$ cat config.mk
export PLATFORM = sky130hd
export DESIGN_NAME = rspr_config
export DESIGN_NICKNAME = d
export VERILOG_FILES = /design/src/design/rspr_pkg.sv /design/src/design/rspr_panel.sv /design/src/design/rspr_config.sv
export SDC_FILE = /design/constraint.sdc
export NUM_CORES = 1
export LEC_CHECK = 0
export BUFFER_PORTS_ARGS = -buffer_cell sky130_fd_sc_hd__buf_2
export CAP_MARGIN = 5
export CORE_ASPECT_RATIO = 0.5
export CORE_UTILIZATION = 50
export DETAILED_ROUTE_END_ITERATION = 7
export PLACE_DENSITY = 0.85
export SKIP_CTS_REPAIR_TIMING = 1
export SYNTH_ARGS = -nofsm -noshare
export SYNTH_HDL_FRONTEND = slang
export SYNTH_SLANG_ARGS = --single-unit
export TNS_END_PERCENT = 10
$ cat constraint.sdc
create_clock -name clk_sys -period 3.2 [get_ports clk_sys]
set_input_delay 0.48 -clock clk_sys [delete_from_list [all_inputs] [get_ports clk_sys]]
set_output_delay 0.48 -clock clk_sys [all_outputs]
set_load 0.05 [all_outputs]
$ cat src/design/rspr_pkg.sv
package rspr_pkg;

	// =====================================================================
	// parameter addresses (fieldbus index)
	localparam logic [15:0] ADDR_USER_RESTORE    = 16'h0410;
	localparam logic [15:0] ADDR_ROTATION_SENSE  = 16'h0618;
	localparam logic [15:0] ADDR_FACTORY_RESTORE = 16'h0700;

	// =====================================================================
	// fields and values
	localparam int          USER_RESTORE_BIT     = 0;
	localparam logic [15:0] USER_RESTORE_MAX     = 16'h0007;
	localparam logic [15:0] FACTORY_RESTORE_GO   = 16'h0001;
	localparam logic        SENSE_CW             = 1'b0;
	localparam logic        SENSE_CCW            = 1'b1;
	localparam logic        SENSE_RESET          = 1'b0;

	// =====================================================================
	// parameter store layout
	localparam int          NUM_PARAMS           = 8;
	localparam int          IDX_W                = 3;
	// preserved across a user restore: comms, sense, pos-if, motor type, encoder
	localparam logic [7:0]  PRESERVE_MASK        = 8'h1f;
	localparam logic [2:0]  IDX_SENSE            = 3'h1;
	localparam logic [15:0] PARAM_DEFAULT        = 16'h0000;

	// =====================================================================
	// panel confirmation timeout
	localparam int          PANEL_TIMEOUT_NS     = 4000;
	localparam int          CLK_PERIOD_NS        = 4;
	localparam int          PANEL_TIMEOUT_CYC    = PANEL_TIMEOUT_NS / CLK_PERIOD_NS;

	typedef enum logic [1:0] {
		PANEL_IDLE    = 2'b00,
		PANEL_MENU    = 2'b01,
		PANEL_ENTRY   = 2'b10,
		PANEL_CONFIRM = 2'b11
	} rspr_panel_type;

	typedef enum logic [1:0] {
		SAVE_IDLE  = 2'b00,
		SAVE_WRITE = 2'b01,
		SAVE_WAIT  = 2'b10
	} rspr_save_type;

endpackage

$ cat src/design/rspr_panel.sv
`timescale 1ns/10ps
module rspr_panel (
	// clock and reset
	input  wire logic clk_sys,
	input  wire logic rst_n,
	// panel keys, one-cycle pulses
	input  wire logic key_menu_drive_cfg,
	input  wire logic key_entry_factory,
	input  wire logic key_confirm,
	input  wire logic key_cancel,
	// request out
	output logic      factory_req_r
);

	rspr_pkg::rspr_panel_type state_r;
	logic [9:0]               timer_r;

	// =====================================================================
	// menu walk: config menu, factory entry, explicit confirm
	always_ff @(posedge clk_sys) begin
		if (!rst_n) begin
			state_r <= rspr_pkg::PANEL_IDLE;
		end else if (key_cancel || timer_r == 10'(rspr_pkg::PANEL_TIMEOUT_CYC)) begin
			state_r <= rspr_pkg::PANEL_IDLE;
		end else begin
			case (state_r)
				rspr_pkg::PANEL_IDLE: begin
					if (key_menu_drive_cfg) state_r <= rspr_pkg::PANEL_MENU;
				end
				rspr_pkg::PANEL_MENU: begin
					if (key_entry_factory) state_r <= rspr_pkg::PANEL_ENTRY;
				end
				rspr_pkg::PANEL_ENTRY: begin
					if (key_confirm) state_r <= rspr_pkg::PANEL_CONFIRM;
				end
				default: begin
					state_r <= rspr_pkg::PANEL_IDLE;
				end
			endcase
		end
	end

	// abandoned menu walks fall back to idle
	always_ff @(posedge clk_sys) begin
		if (!rst_n || state_r == rspr_pkg::PANEL_IDLE || key_menu_drive_cfg
		    || key_entry_factory || key_confirm) begin
			timer_r <= 10'h000;
		end else begin
			timer_r <= timer_r + 10'h001;
		end
	end

	always_ff @(posedge clk_sys) begin
		if (!rst_n) begin
			factory_req_r <= 1'b0;
		end else begin
			factory_req_r <= (state_r == rspr_pkg::PANEL_ENTRY) && key_confirm
			                 && !key_cancel;
		end
	end

endmodule

$ cat src/design/rspr_config.sv
`timescale 1ns/10ps
// Overview of operation
// - sense 0 clockwise, 1 counter-clockwise
// - new sense active only after power cycle
// - active reversal negates reported user position
// - user restore bit0 defaults non-preserved working params
// - user restore keeps preserved parameter set
// - user restore never writes non-volatile memory
// - factory restore defaults all, saves non-volatile
// - factory restore reads non-zero until saved
// - factory defaults take effect next power-up
// - factory restore from panel or fieldbus
// - panel needs menu, entry, then confirm
module rspr_config (
	// clock and reset (power-on)
	input  wire logic        clk_sys,
	input  wire logic        rst_n,
	// parameter access port
	input  wire logic        par_wr,
	input  wire logic        par_rd,
	input  wire logic [15:0] par_addr,
	input  wire logic [15:0] par_wdata,
	output logic [15:0]      par_rdata_r,
	output logic             par_rvalid_r,
	// generic parameter working copy access
	input  wire logic        wk_wr,
	input  wire logic [2:0]  wk_idx,
	input  wire logic [15:0] wk_wdata,
	output logic [15:0]      wk_rdata_r,
	// non-volatile store
	input  wire logic [15:0] nv_sense_word,
	input  wire logic        nv_busy,
	output logic             nv_wr_r,
	output logic [2:0]       nv_idx_r,
	output logic [15:0]      nv_wdata_r,
	// operator panel keys
	input  wire logic        key_menu_drive_cfg,
	input  wire logic        key_entry_factory,
	input  wire logic        key_confirm,
	input  wire logic        key_cancel,
	// motion side
	input  wire logic [31:0] pos_act_raw,
	output logic [31:0]      pos_act_usr_r,
	output logic             sense_active_r
);

	logic [15:0]             work_r [rspr_pkg::NUM_PARAMS];
	logic                    sense_loaded_r;
	logic [15:0]             factory_r;
	rspr_pkg::rspr_save_type save_r;
	logic [2:0]              save_idx_r;
	logic                    panel_req;

	function automatic logic is_preserved(input logic [2:0] idx);
		is_preserved = rspr_pkg::PRESERVE_MASK[idx];
	endfunction

	// =====================================================================
	// command decode
	logic user_go;
	logic factory_go;
	logic factory_bus;

	always_comb begin
		user_go     = par_wr && par_addr == rspr_pkg::ADDR_USER_RESTORE
		              && par_wdata <= rspr_pkg::USER_RESTORE_MAX
		              && par_wdata[rspr_pkg::USER_RESTORE_BIT];
		factory_bus = par_wr && par_addr == rspr_pkg::ADDR_FACTORY_RESTORE
		              && par_wdata == rspr_pkg::FACTORY_RESTORE_GO;
		factory_go  = (factory_bus || panel_req) && save_r == rspr_pkg::SAVE_IDLE;
	end

	rspr_panel u_panel (
		.clk_sys            (clk_sys),
		.rst_n              (rst_n),
		.key_menu_drive_cfg (key_menu_drive_cfg),
		.key_entry_factory  (key_entry_factory),
		.key_confirm        (key_confirm),
		.key_cancel         (key_cancel),
		.factory_req_r      (panel_req)
	);

	// =====================================================================
	// working copy of parameters
	// factory defaults go only to non-volatile memory, working copy untouched
	always_ff @(posedge clk_sys) begin
		if (!rst_n) begin
			for (int i = 0; i < rspr_pkg::NUM_PARAMS; i++) begin
				work_r[i] <= rspr_pkg::PARAM_DEFAULT;
			end
		end else if (user_go) begin
			for (int i = 0; i < rspr_pkg::NUM_PARAMS; i++) begin
				if (!is_preserved(3'(i))) work_r[i] <= rspr_pkg::PARAM_DEFAULT;
			end
		end else if (par_wr && par_addr == rspr_pkg::ADDR_ROTATION_SENSE
		             && par_wdata[15:1] == 15'h0000) begin
			work_r[rspr_pkg::IDX_SENSE] <= par_wdata;
		end else if (wk_wr) begin
			work_r[wk_idx] <= wk_wdata;
		end
	end

	always_ff @(posedge clk_sys) begin
		if (!rst_n) begin
			wk_rdata_r <= 16'h0000;
		end else begin
			wk_rdata_r <= work_r[wk_idx];
		end
	end

	// =====================================================================
	// active sense: taken once from non-volatile store after power-up
	// latched on the first cycle after reset release, then frozen
	always_ff @(posedge clk_sys) begin
		if (!rst_n) begin
			sense_loaded_r <= 1'b0;
			sense_active_r <= rspr_pkg::SENSE_RESET;
		end else if (!sense_loaded_r) begin
			sense_loaded_r <= 1'b1;
			sense_active_r <= nv_sense_word[0];
		end
	end

	always_ff @(posedge clk_sys) begin
		if (!rst_n) begin
			pos_act_usr_r <= 32'h0000_0000;
		end else if (sense_active_r == rspr_pkg::SENSE_CCW) begin
			pos_act_usr_r <= 32'h0000_0000 - pos_act_raw;
		end else begin
			pos_act_usr_r <= pos_act_raw;
		end
	end

	// =====================================================================
	// factory restore save sequencer
	always_ff @(posedge clk_sys) begin
		if (!rst_n) begin
			save_r     <= rspr_pkg::SAVE_IDLE;
			save_idx_r <= 3'h0;
			nv_wr_r    <= 1'b0;
			nv_idx_r   <= 3'h0;
			nv_wdata_r <= 16'h0000;
		end else begin
			nv_wr_r <= 1'b0;
			case (save_r)
				rspr_pkg::SAVE_IDLE: begin
					if (factory_go) begin
						save_r     <= rspr_pkg::SAVE_WRITE;
						save_idx_r <= 3'h0;
					end
				end
				rspr_pkg::SAVE_WRITE: begin
					if (!nv_busy) begin
						nv_wr_r    <= 1'b1;
						nv_idx_r   <= save_idx_r;
						nv_wdata_r <= rspr_pkg::PARAM_DEFAULT;
						save_r     <= rspr_pkg::SAVE_WAIT;
					end
				end
				rspr_pkg::SAVE_WAIT: begin
					// one cycle gap lets the store raise busy
					if (!nv_wr_r && !nv_busy) begin
						if (save_idx_r == 3'(rspr_pkg::NUM_PARAMS - 1)) begin
							save_r <= rspr_pkg::SAVE_IDLE;
						end else begin
							save_idx_r <= save_idx_r + 3'h1;
							save_r     <= rspr_pkg::SAVE_WRITE;
						end
					end
				end
				default: begin
					save_r <= rspr_pkg::SAVE_IDLE;
				end
			endcase
		end
	end

	// user restore never touches nv: nv_wr_r is driven only above
	always_ff @(posedge clk_sys) begin
		if (!rst_n) begin
			factory_r <= 16'h0000;
		end else if (factory_go) begin
			factory_r <= rspr_pkg::FACTORY_RESTORE_GO;
		end else if (save_r == rspr_pkg::SAVE_WAIT && !nv_wr_r && !nv_busy
		             && save_idx_r == 3'(rspr_pkg::NUM_PARAMS - 1)) begin
			factory_r <= 16'h0000;
		end
	end

	// =====================================================================
	// parameter read port, one cycle latency
	always_ff @(posedge clk_sys) begin
		if (!rst_n) begin
			par_rdata_r  <= 16'h0000;
			par_rvalid_r <= 1'b0;
		end else begin
			par_rvalid_r <= par_rd;
			case (par_addr)
				rspr_pkg::ADDR_USER_RESTORE:    par_rdata_r <= 16'h0000;
				rspr_pkg::ADDR_ROTATION_SENSE:  par_rdata_r <= work_r[rspr_pkg::IDX_SENSE];
				rspr_pkg::ADDR_FACTORY_RESTORE: par_rdata_r <= factory_r;
				default:                        par_rdata_r <= 16'h0000;
			endcase
		end
	end

endmodule

# [After elaboration in Yosys (flattened, before gate mapping)]
# Memories as Yosys holds them, arrays and structs flattened. A register that Yosys moved wholly into a read port is not among the register bits.
# Index checks and enable logic that the tools add are counted.
# W data, S select, Z words.
[op_classes] eq_ne=17 bitwise_logic=6 reduce_logical=37 n_mux=39 magnitude_cmp=1 n_addsub=3
[op_table] operator="$mux W16" n=5
[op_table] operator="$eq A16 B11 Y1 const B" n=3
[op_table] operator="$mux W32" n=1
[op_table] operator="$pmux W16 S2" n=1
[op_table] operator="$sub A1 B32 Y32 const A" n=1
[op_table] operator="$mux W1" n=19
[op_table] operator="$eq A16 B1 Y1 const B" n=1
[op_table] operator="$le A16 B3 Y1 const B" n=1
[op_table] operator="$reduce_or A16 Y1" n=1
[op_table] operator="$logic_not A15 Y1" n=1
[op_table] operator="$logic_and A1 B1 Y1" n=14
[op_table] operator="$ne A2 B2 Y1 const B" n=7
[op_table] operator="$mux W2" n=6
[op_table] operator="$mux W3" n=4
[op_table] operator="$pmux W2 S3" n=2
[op_table] operator="$add A10 B1 Y10 const B" n=1
[op_table] operator="$eq A10 B10 Y1 const B" n=1
[op_table] operator="$logic_or A1 B1 Y1" n=6
[op_table] operator="$pmux W3 S2" n=1
[op_table] operator="$reduce_and A3 Y1" n=2
[op_table] operator="$logic_not A1 Y1" n=5
[op_table] operator="$eq A2 B1 Y1 const B" n=2
[op_table] operator="$eq A2 B2 Y1 const B" n=2
[op_table] operator="$logic_not A2 Y1" n=2
[op_table] operator="other kinds (8)" n=14
[totals] mem_count=1 reg_bits=74 wordCells=117 out_inout_bits=86 mem_bits_rw=128 in_bits=109
[mem_list] memory="work_r" depth=8 word_bits=16 read_ports=2 rd_ports_with_merged_regs=1 write_ports=8 line_no="rspr_config.sv:47" text="logic [15:0] work_r [rspr_pkg::NUM_PARAMS];"

# [Logic depth before layout (Yosys ltp)]
[depth] word_depth=9 mapped_depth=7 mapped_depth_nobuf=7

# [Modules after synthesis]
# From an unflattened synthesis, not the netlist that was laid out.
[hier_totals] hier_cells=819 hier_area_um2=9720.6
[modules_own_cells] module="rspr_config" seq_area_each_um2=5385.2 cells_each=747 instances=1 area_per_inst_um2=9069.9
[modules_own_cells] module="rspr_panel" seq_area_each_um2=260.2 cells_each=72 instances=1 area_per_inst_um2=650.6

# [Worst setup path before layout]
# Ideal clock, no wire load.
[synth_path] path_kind="in2reg" start="input wk_idx[0]" end="memory work_r[2][0], enable pin" setup_slack_ps=-267 path_buffers=3 stages=4 required_ps=2764 setup_time_ps=436 arrival_ps=3031 cell_sequence="clkbuf_1 > clkbuf_1 > clkbuf_1 > o41ai_1"
[synth_rtl] element="from (decl)" line_no="rspr_config.sv:27" text="input wire logic [2:0] wk_idx,"
[synth_rtl] element="to (decl)" line_no="rspr_config.sv:47"

==> run summary <==
* Seq/Total Area, Yosys: 0.5949
* Synth async-reset ratio: 0
* P_int: 0.004809 W
* Combinational Power Share: 0.125
* post-detailed-route count of antenna-violating nets: 0
* number of distinct library cells after synthesis: 56
* buffer depth of the longest clock path: 3
* cell at the root of the clock tree: sky130_fd_sc_hd__clkbuf_16
* global-route wire length before repair: 34.44 mm
* Switch Pwr: 0.001639 W
* critical path class: input pin to register
* gr usage total: 0.2287
* Die Span X: 196.8 um
* time the worst path needs with I/O delays and setup: 2432 ps
* # clock sinks: 218
* slew at the pin with the worst max-slew slack: 1048 ps
* initial core utilization: 0.5135
* peak supply drop: 0.0003146 V
* number of buffers inserted by port buffering: 163
* placed cell count: 1184
* worst min-delay path class: input pin to register
* number of global-route vias before repair: 6631
* final number of max-transition violations: 0
* Worst path top cell family by delay: simple AND/OR/NAND/NOR gates
* detailed-route wire length per cell: 18.36 um
* H-tree Lvls: 1
* post-layout net count: 1066
* synthesized area: 9490 um2
* drt initial violations: 638
* clock slew at reported path FFs: 60 ps
* Power Total: 0.006449 W
* Layout Skew: 12.61 ps
* die height: 99.42 um
* count of mapped cells out of synthesis: 782
* mean instance size in the synthesized netlist: 12.14 um2
* register bit count reported by yosys: 218
* total wire length: 22.45 mm
* share of final-layout standard cells stronger than drive strength 1: 0.2783
* clock buffers created by TritonCTS: 21
* Core ar.: 18480 um2
* largest driver fanout on the critical path: 16
* sequential fraction of design power: 0.494
* highest attainable clock frequency: 411.1 MHz
* Top Usage Layer GRT: met2
* number of buffer and inverter stages on the critical path: 2
* initial antenna violation count: 2
* leakage power total: 4.448 nW
* DRT Pass-1 Iters: 5
* CP cell instances: buf_2 -> or4_1 -> or4_4 -> nor3_1 -> nor2b_1 -> o21ai_1 -> buf_4
* number of setup violations in the final report: 0
* Clock Power Share: 0.381
* CTS tree: built
* Final Worst Setup Slack: 767.7 ps
* switching portion of total power: 0.2542
* met2 track demand over resource in global routing: 0.3998
* RD Place Congestion: 0.8299
* worst setup timing slack at the placement stage: 290.3 ps
* leftover overflow at the end of global routing: 0
* number of flops mapped to enable cells by yosys: 128
* post-route fraction of the period consumed by the critical path: 0.7601
* number of synthesis warnings: 0
* die area: 19570 um2
* required time worst endpoint: 3370 ps
* met3 GRT Util: 0.04476
* delay of the slowest cell on the worst path: 570 ps
* Crit. End Element: register
* total of max-cap violations: 0
* PD cells: 572.0 nW/um2
* top flip-flop cell by instance count after synthesis: sky130_fd_sc_hd__edfxtp_1
* startpoint type of the worst setup path: input pin
* slew margin rel.: 0.3012
* routed vias: 6876
* endpoints failing hold: 0
* cell row count: 35
* remaining design rule violation count: 0
* tightest hold margin: 180.5 ps
* Area growth syn-to-layout: 18.80%
* result of the run: complete, no violations
* Skew-Pair Late Insertion Delay: 510 ps
* met1 capacity usage during global routing: 0.2732
* Top Ports: 195
* vias per cell: 5.622
* pin count of the biggest net entering global routing: 69
* filler cell count in the final layout: 1361
* standard cell with the maximum stage delay on the critical path: sky130_fd_sc_hd__or4_1
* post-detail-place hpwl: 14.47 mm
* non-filler cells, final: 1223
* unrepaired setup endpoints after global routing: no
* arrival time reported for the critical path endpoint: 2600 ps
## layout make-up
class | count | area (um2) | area share
flip-flops and latches | 218 | 5645 | 0.5007
multi-input cells | 508 | 3567 | 0.3164
repair buffers | 188 | 1016 | 0.09011
clock buffers | 30 | 609.3 | 0.05404
well taps | 259 | 324.1 | 0.02874
clock inverters | 8 | 68.82 | 0.006104
inverters | 11 | 41.29 | 0.003662
diodes | 1 | 2.502 | 0.0002220
## cells in the mapped netlist (3+ instances only)
master,count,share of area
sky130_fd_sc_hd__edfxtp_1,128,0.41
sky130_fd_sc_hd__o21ai_0,13,0.0069
sky130_fd_sc_hd__o31ai_1,14,0.011
sky130_fd_sc_hd__ha_1,9,0.012
sky130_fd_sc_hd__nand2b_1,5,0.0033
sky130_fd_sc_hd__inv_1,11,0.0044
sky130_fd_sc_hd__nand3_1,12,0.0063
sky130_fd_sc_hd__or3_1,6,0.0040
sky130_fd_sc_hd__clkbuf_1,22,0.0087
sky130_fd_sc_hd__dfxtp_1,90,0.19
sky130_fd_sc_hd__mux2i_1,23,0.024
sky130_fd_sc_hd__buf_4,18,0.014
sky130_fd_sc_hd__o41ai_2,4,0.0069
sky130_fd_sc_hd__xnor2_1,33,0.030
sky130_fd_sc_hd__nor2b_1,25,0.016
sky130_fd_sc_hd__nand2_1,54,0.021
sky130_fd_sc_hd__xor2_1,3,0.0028
sky130_fd_sc_hd__nor2_1,144,0.057
sky130_fd_sc_hd__o41ai_1,10,0.0092
sky130_fd_sc_hd__and3_1,22,0.015
sky130_fd_sc_hd__mux4_2,32,0.076
sky130_fd_sc_hd__or4_1,3,0.0024
sky130_fd_sc_hd__nor4_1,5,0.0033
sky130_fd_sc_hd__buf_2,14,0.0074
sky130_fd_sc_hd__and2_1,35,0.023
sky130_fd_sc_hd__a21oi_1,4,0.0021
sky130_fd_sc_hd__nor3_1,5,0.0026
## registers in the layout, summed over array words and instances (netlist names), 2 cells and up
signal	flops
nv_idx_r	3
par_rdata_r	16
pos_act_usr_r	32
save_idx_r	3
save_r	2
u_panel.state_r	2
u_panel.timer_r	10
wk_rdata_r	16
work_r	128
## per-stage QoR
| step | TNS [ps] | utilization | area, um2 |
|---|---|---|---|
| after floorplan | -201.2 | - | 9554 |
| after global placement | 0 | 0.5733 | 10590 |
| after detailed placement | 0 | 0.5733 | 10590 |
| after CTS | 0 | 0.6100 | 11270 |
| after global routing | 0 | 0.6101 | 11270 |
| final | 0 | 0.6101 | 11270 |
## power groups by stage
stage | combinational (W) | sequential, W | clock [W]
global route | 0.000856 | 0.00319 | 0.00258
CTS | 0.000805 | 0.00318 | 0.00249
detailed placement | 0.000799 | 0.00324 | 0
finish | 0.000804 | 0.00318 | 0.00246
global placement | 0.000782 | 0.00322 | 0
floorplan | 0.000383 | 0.00342 | 0
## per-layer routing
| metal | wire [um] | up-vias |
|---|---|---|
| li1 | - | 3073 |
| met2 | 11140 | 393 |
| met1 | 8469 | 3338 |
| met5 | 10 | - |
| met4 | 697 | 2 |
| met3 | 2136 | 70 |
## worst paths after layout
check	cells past startpoint	from	endpoint	slack (ps)
worst max register to register	6	save_idx_r[0]	save_idx_r[2]	1470
worst min register to register	2	save_idx_r[1]	save_idx_r[1]	490
worst max-delay path	7	par_addr[13]	work_r[5][15]	770
worst min-delay path	2	par_rd	par_rvalid_r	180
## layout by cell type (no fill, tap or decap), types with 4 or more instances in the layout
master,instances
sky130_fd_sc_hd__edfxtp_1,128
sky130_fd_sc_hd__clkbuf_8,5
sky130_fd_sc_hd__nand2b_1,5
sky130_fd_sc_hd__conb_1,16
sky130_fd_sc_hd__o31ai_1,12
sky130_fd_sc_hd__and3_1,22
sky130_fd_sc_hd__ha_1,9
sky130_fd_sc_hd__nor4_1,5
sky130_fd_sc_hd__o41ai_1,9
sky130_fd_sc_hd__nand3_1,12
sky130_fd_sc_hd__xnor2_1,33
sky130_fd_sc_hd__buf_4,24
sky130_fd_sc_hd__mux2i_1,23
sky130_fd_sc_hd__o41ai_2,4
sky130_fd_sc_hd__mux4_2,32
sky130_fd_sc_hd__inv_1,11
sky130_fd_sc_hd__nand2_1,54
sky130_fd_sc_hd__clkbuf_16,21
sky130_fd_sc_hd__o21ai_0,11
sky130_fd_sc_hd__nor2_1,144
sky130_fd_sc_hd__clkbuf_1,4
sky130_fd_sc_hd__or3_1,6
sky130_fd_sc_hd__buf_2,163
sky130_fd_sc_hd__nor2b_1,25
sky130_fd_sc_hd__dfxtp_1,90
sky130_fd_sc_hd__nor3_1,5
sky130_fd_sc_hd__a21oi_1,4
sky130_fd_sc_hd__and2_1,35
## cells by family after synthesis
family / count (synthesis) / share of synthesized area
compound gates: 52 / 0.04192
xor+xnor: 36 / 0.03322
fa+ha+maj: 9 / 0.01187
buf+inv: 71 / 0.03916
flops: 218 / 0.5949
mux: 55 / 0.1002
other cells: 1 / 0.0003951
simple gates: 340 / 0.1784
(Power assumes the default switching activity.)
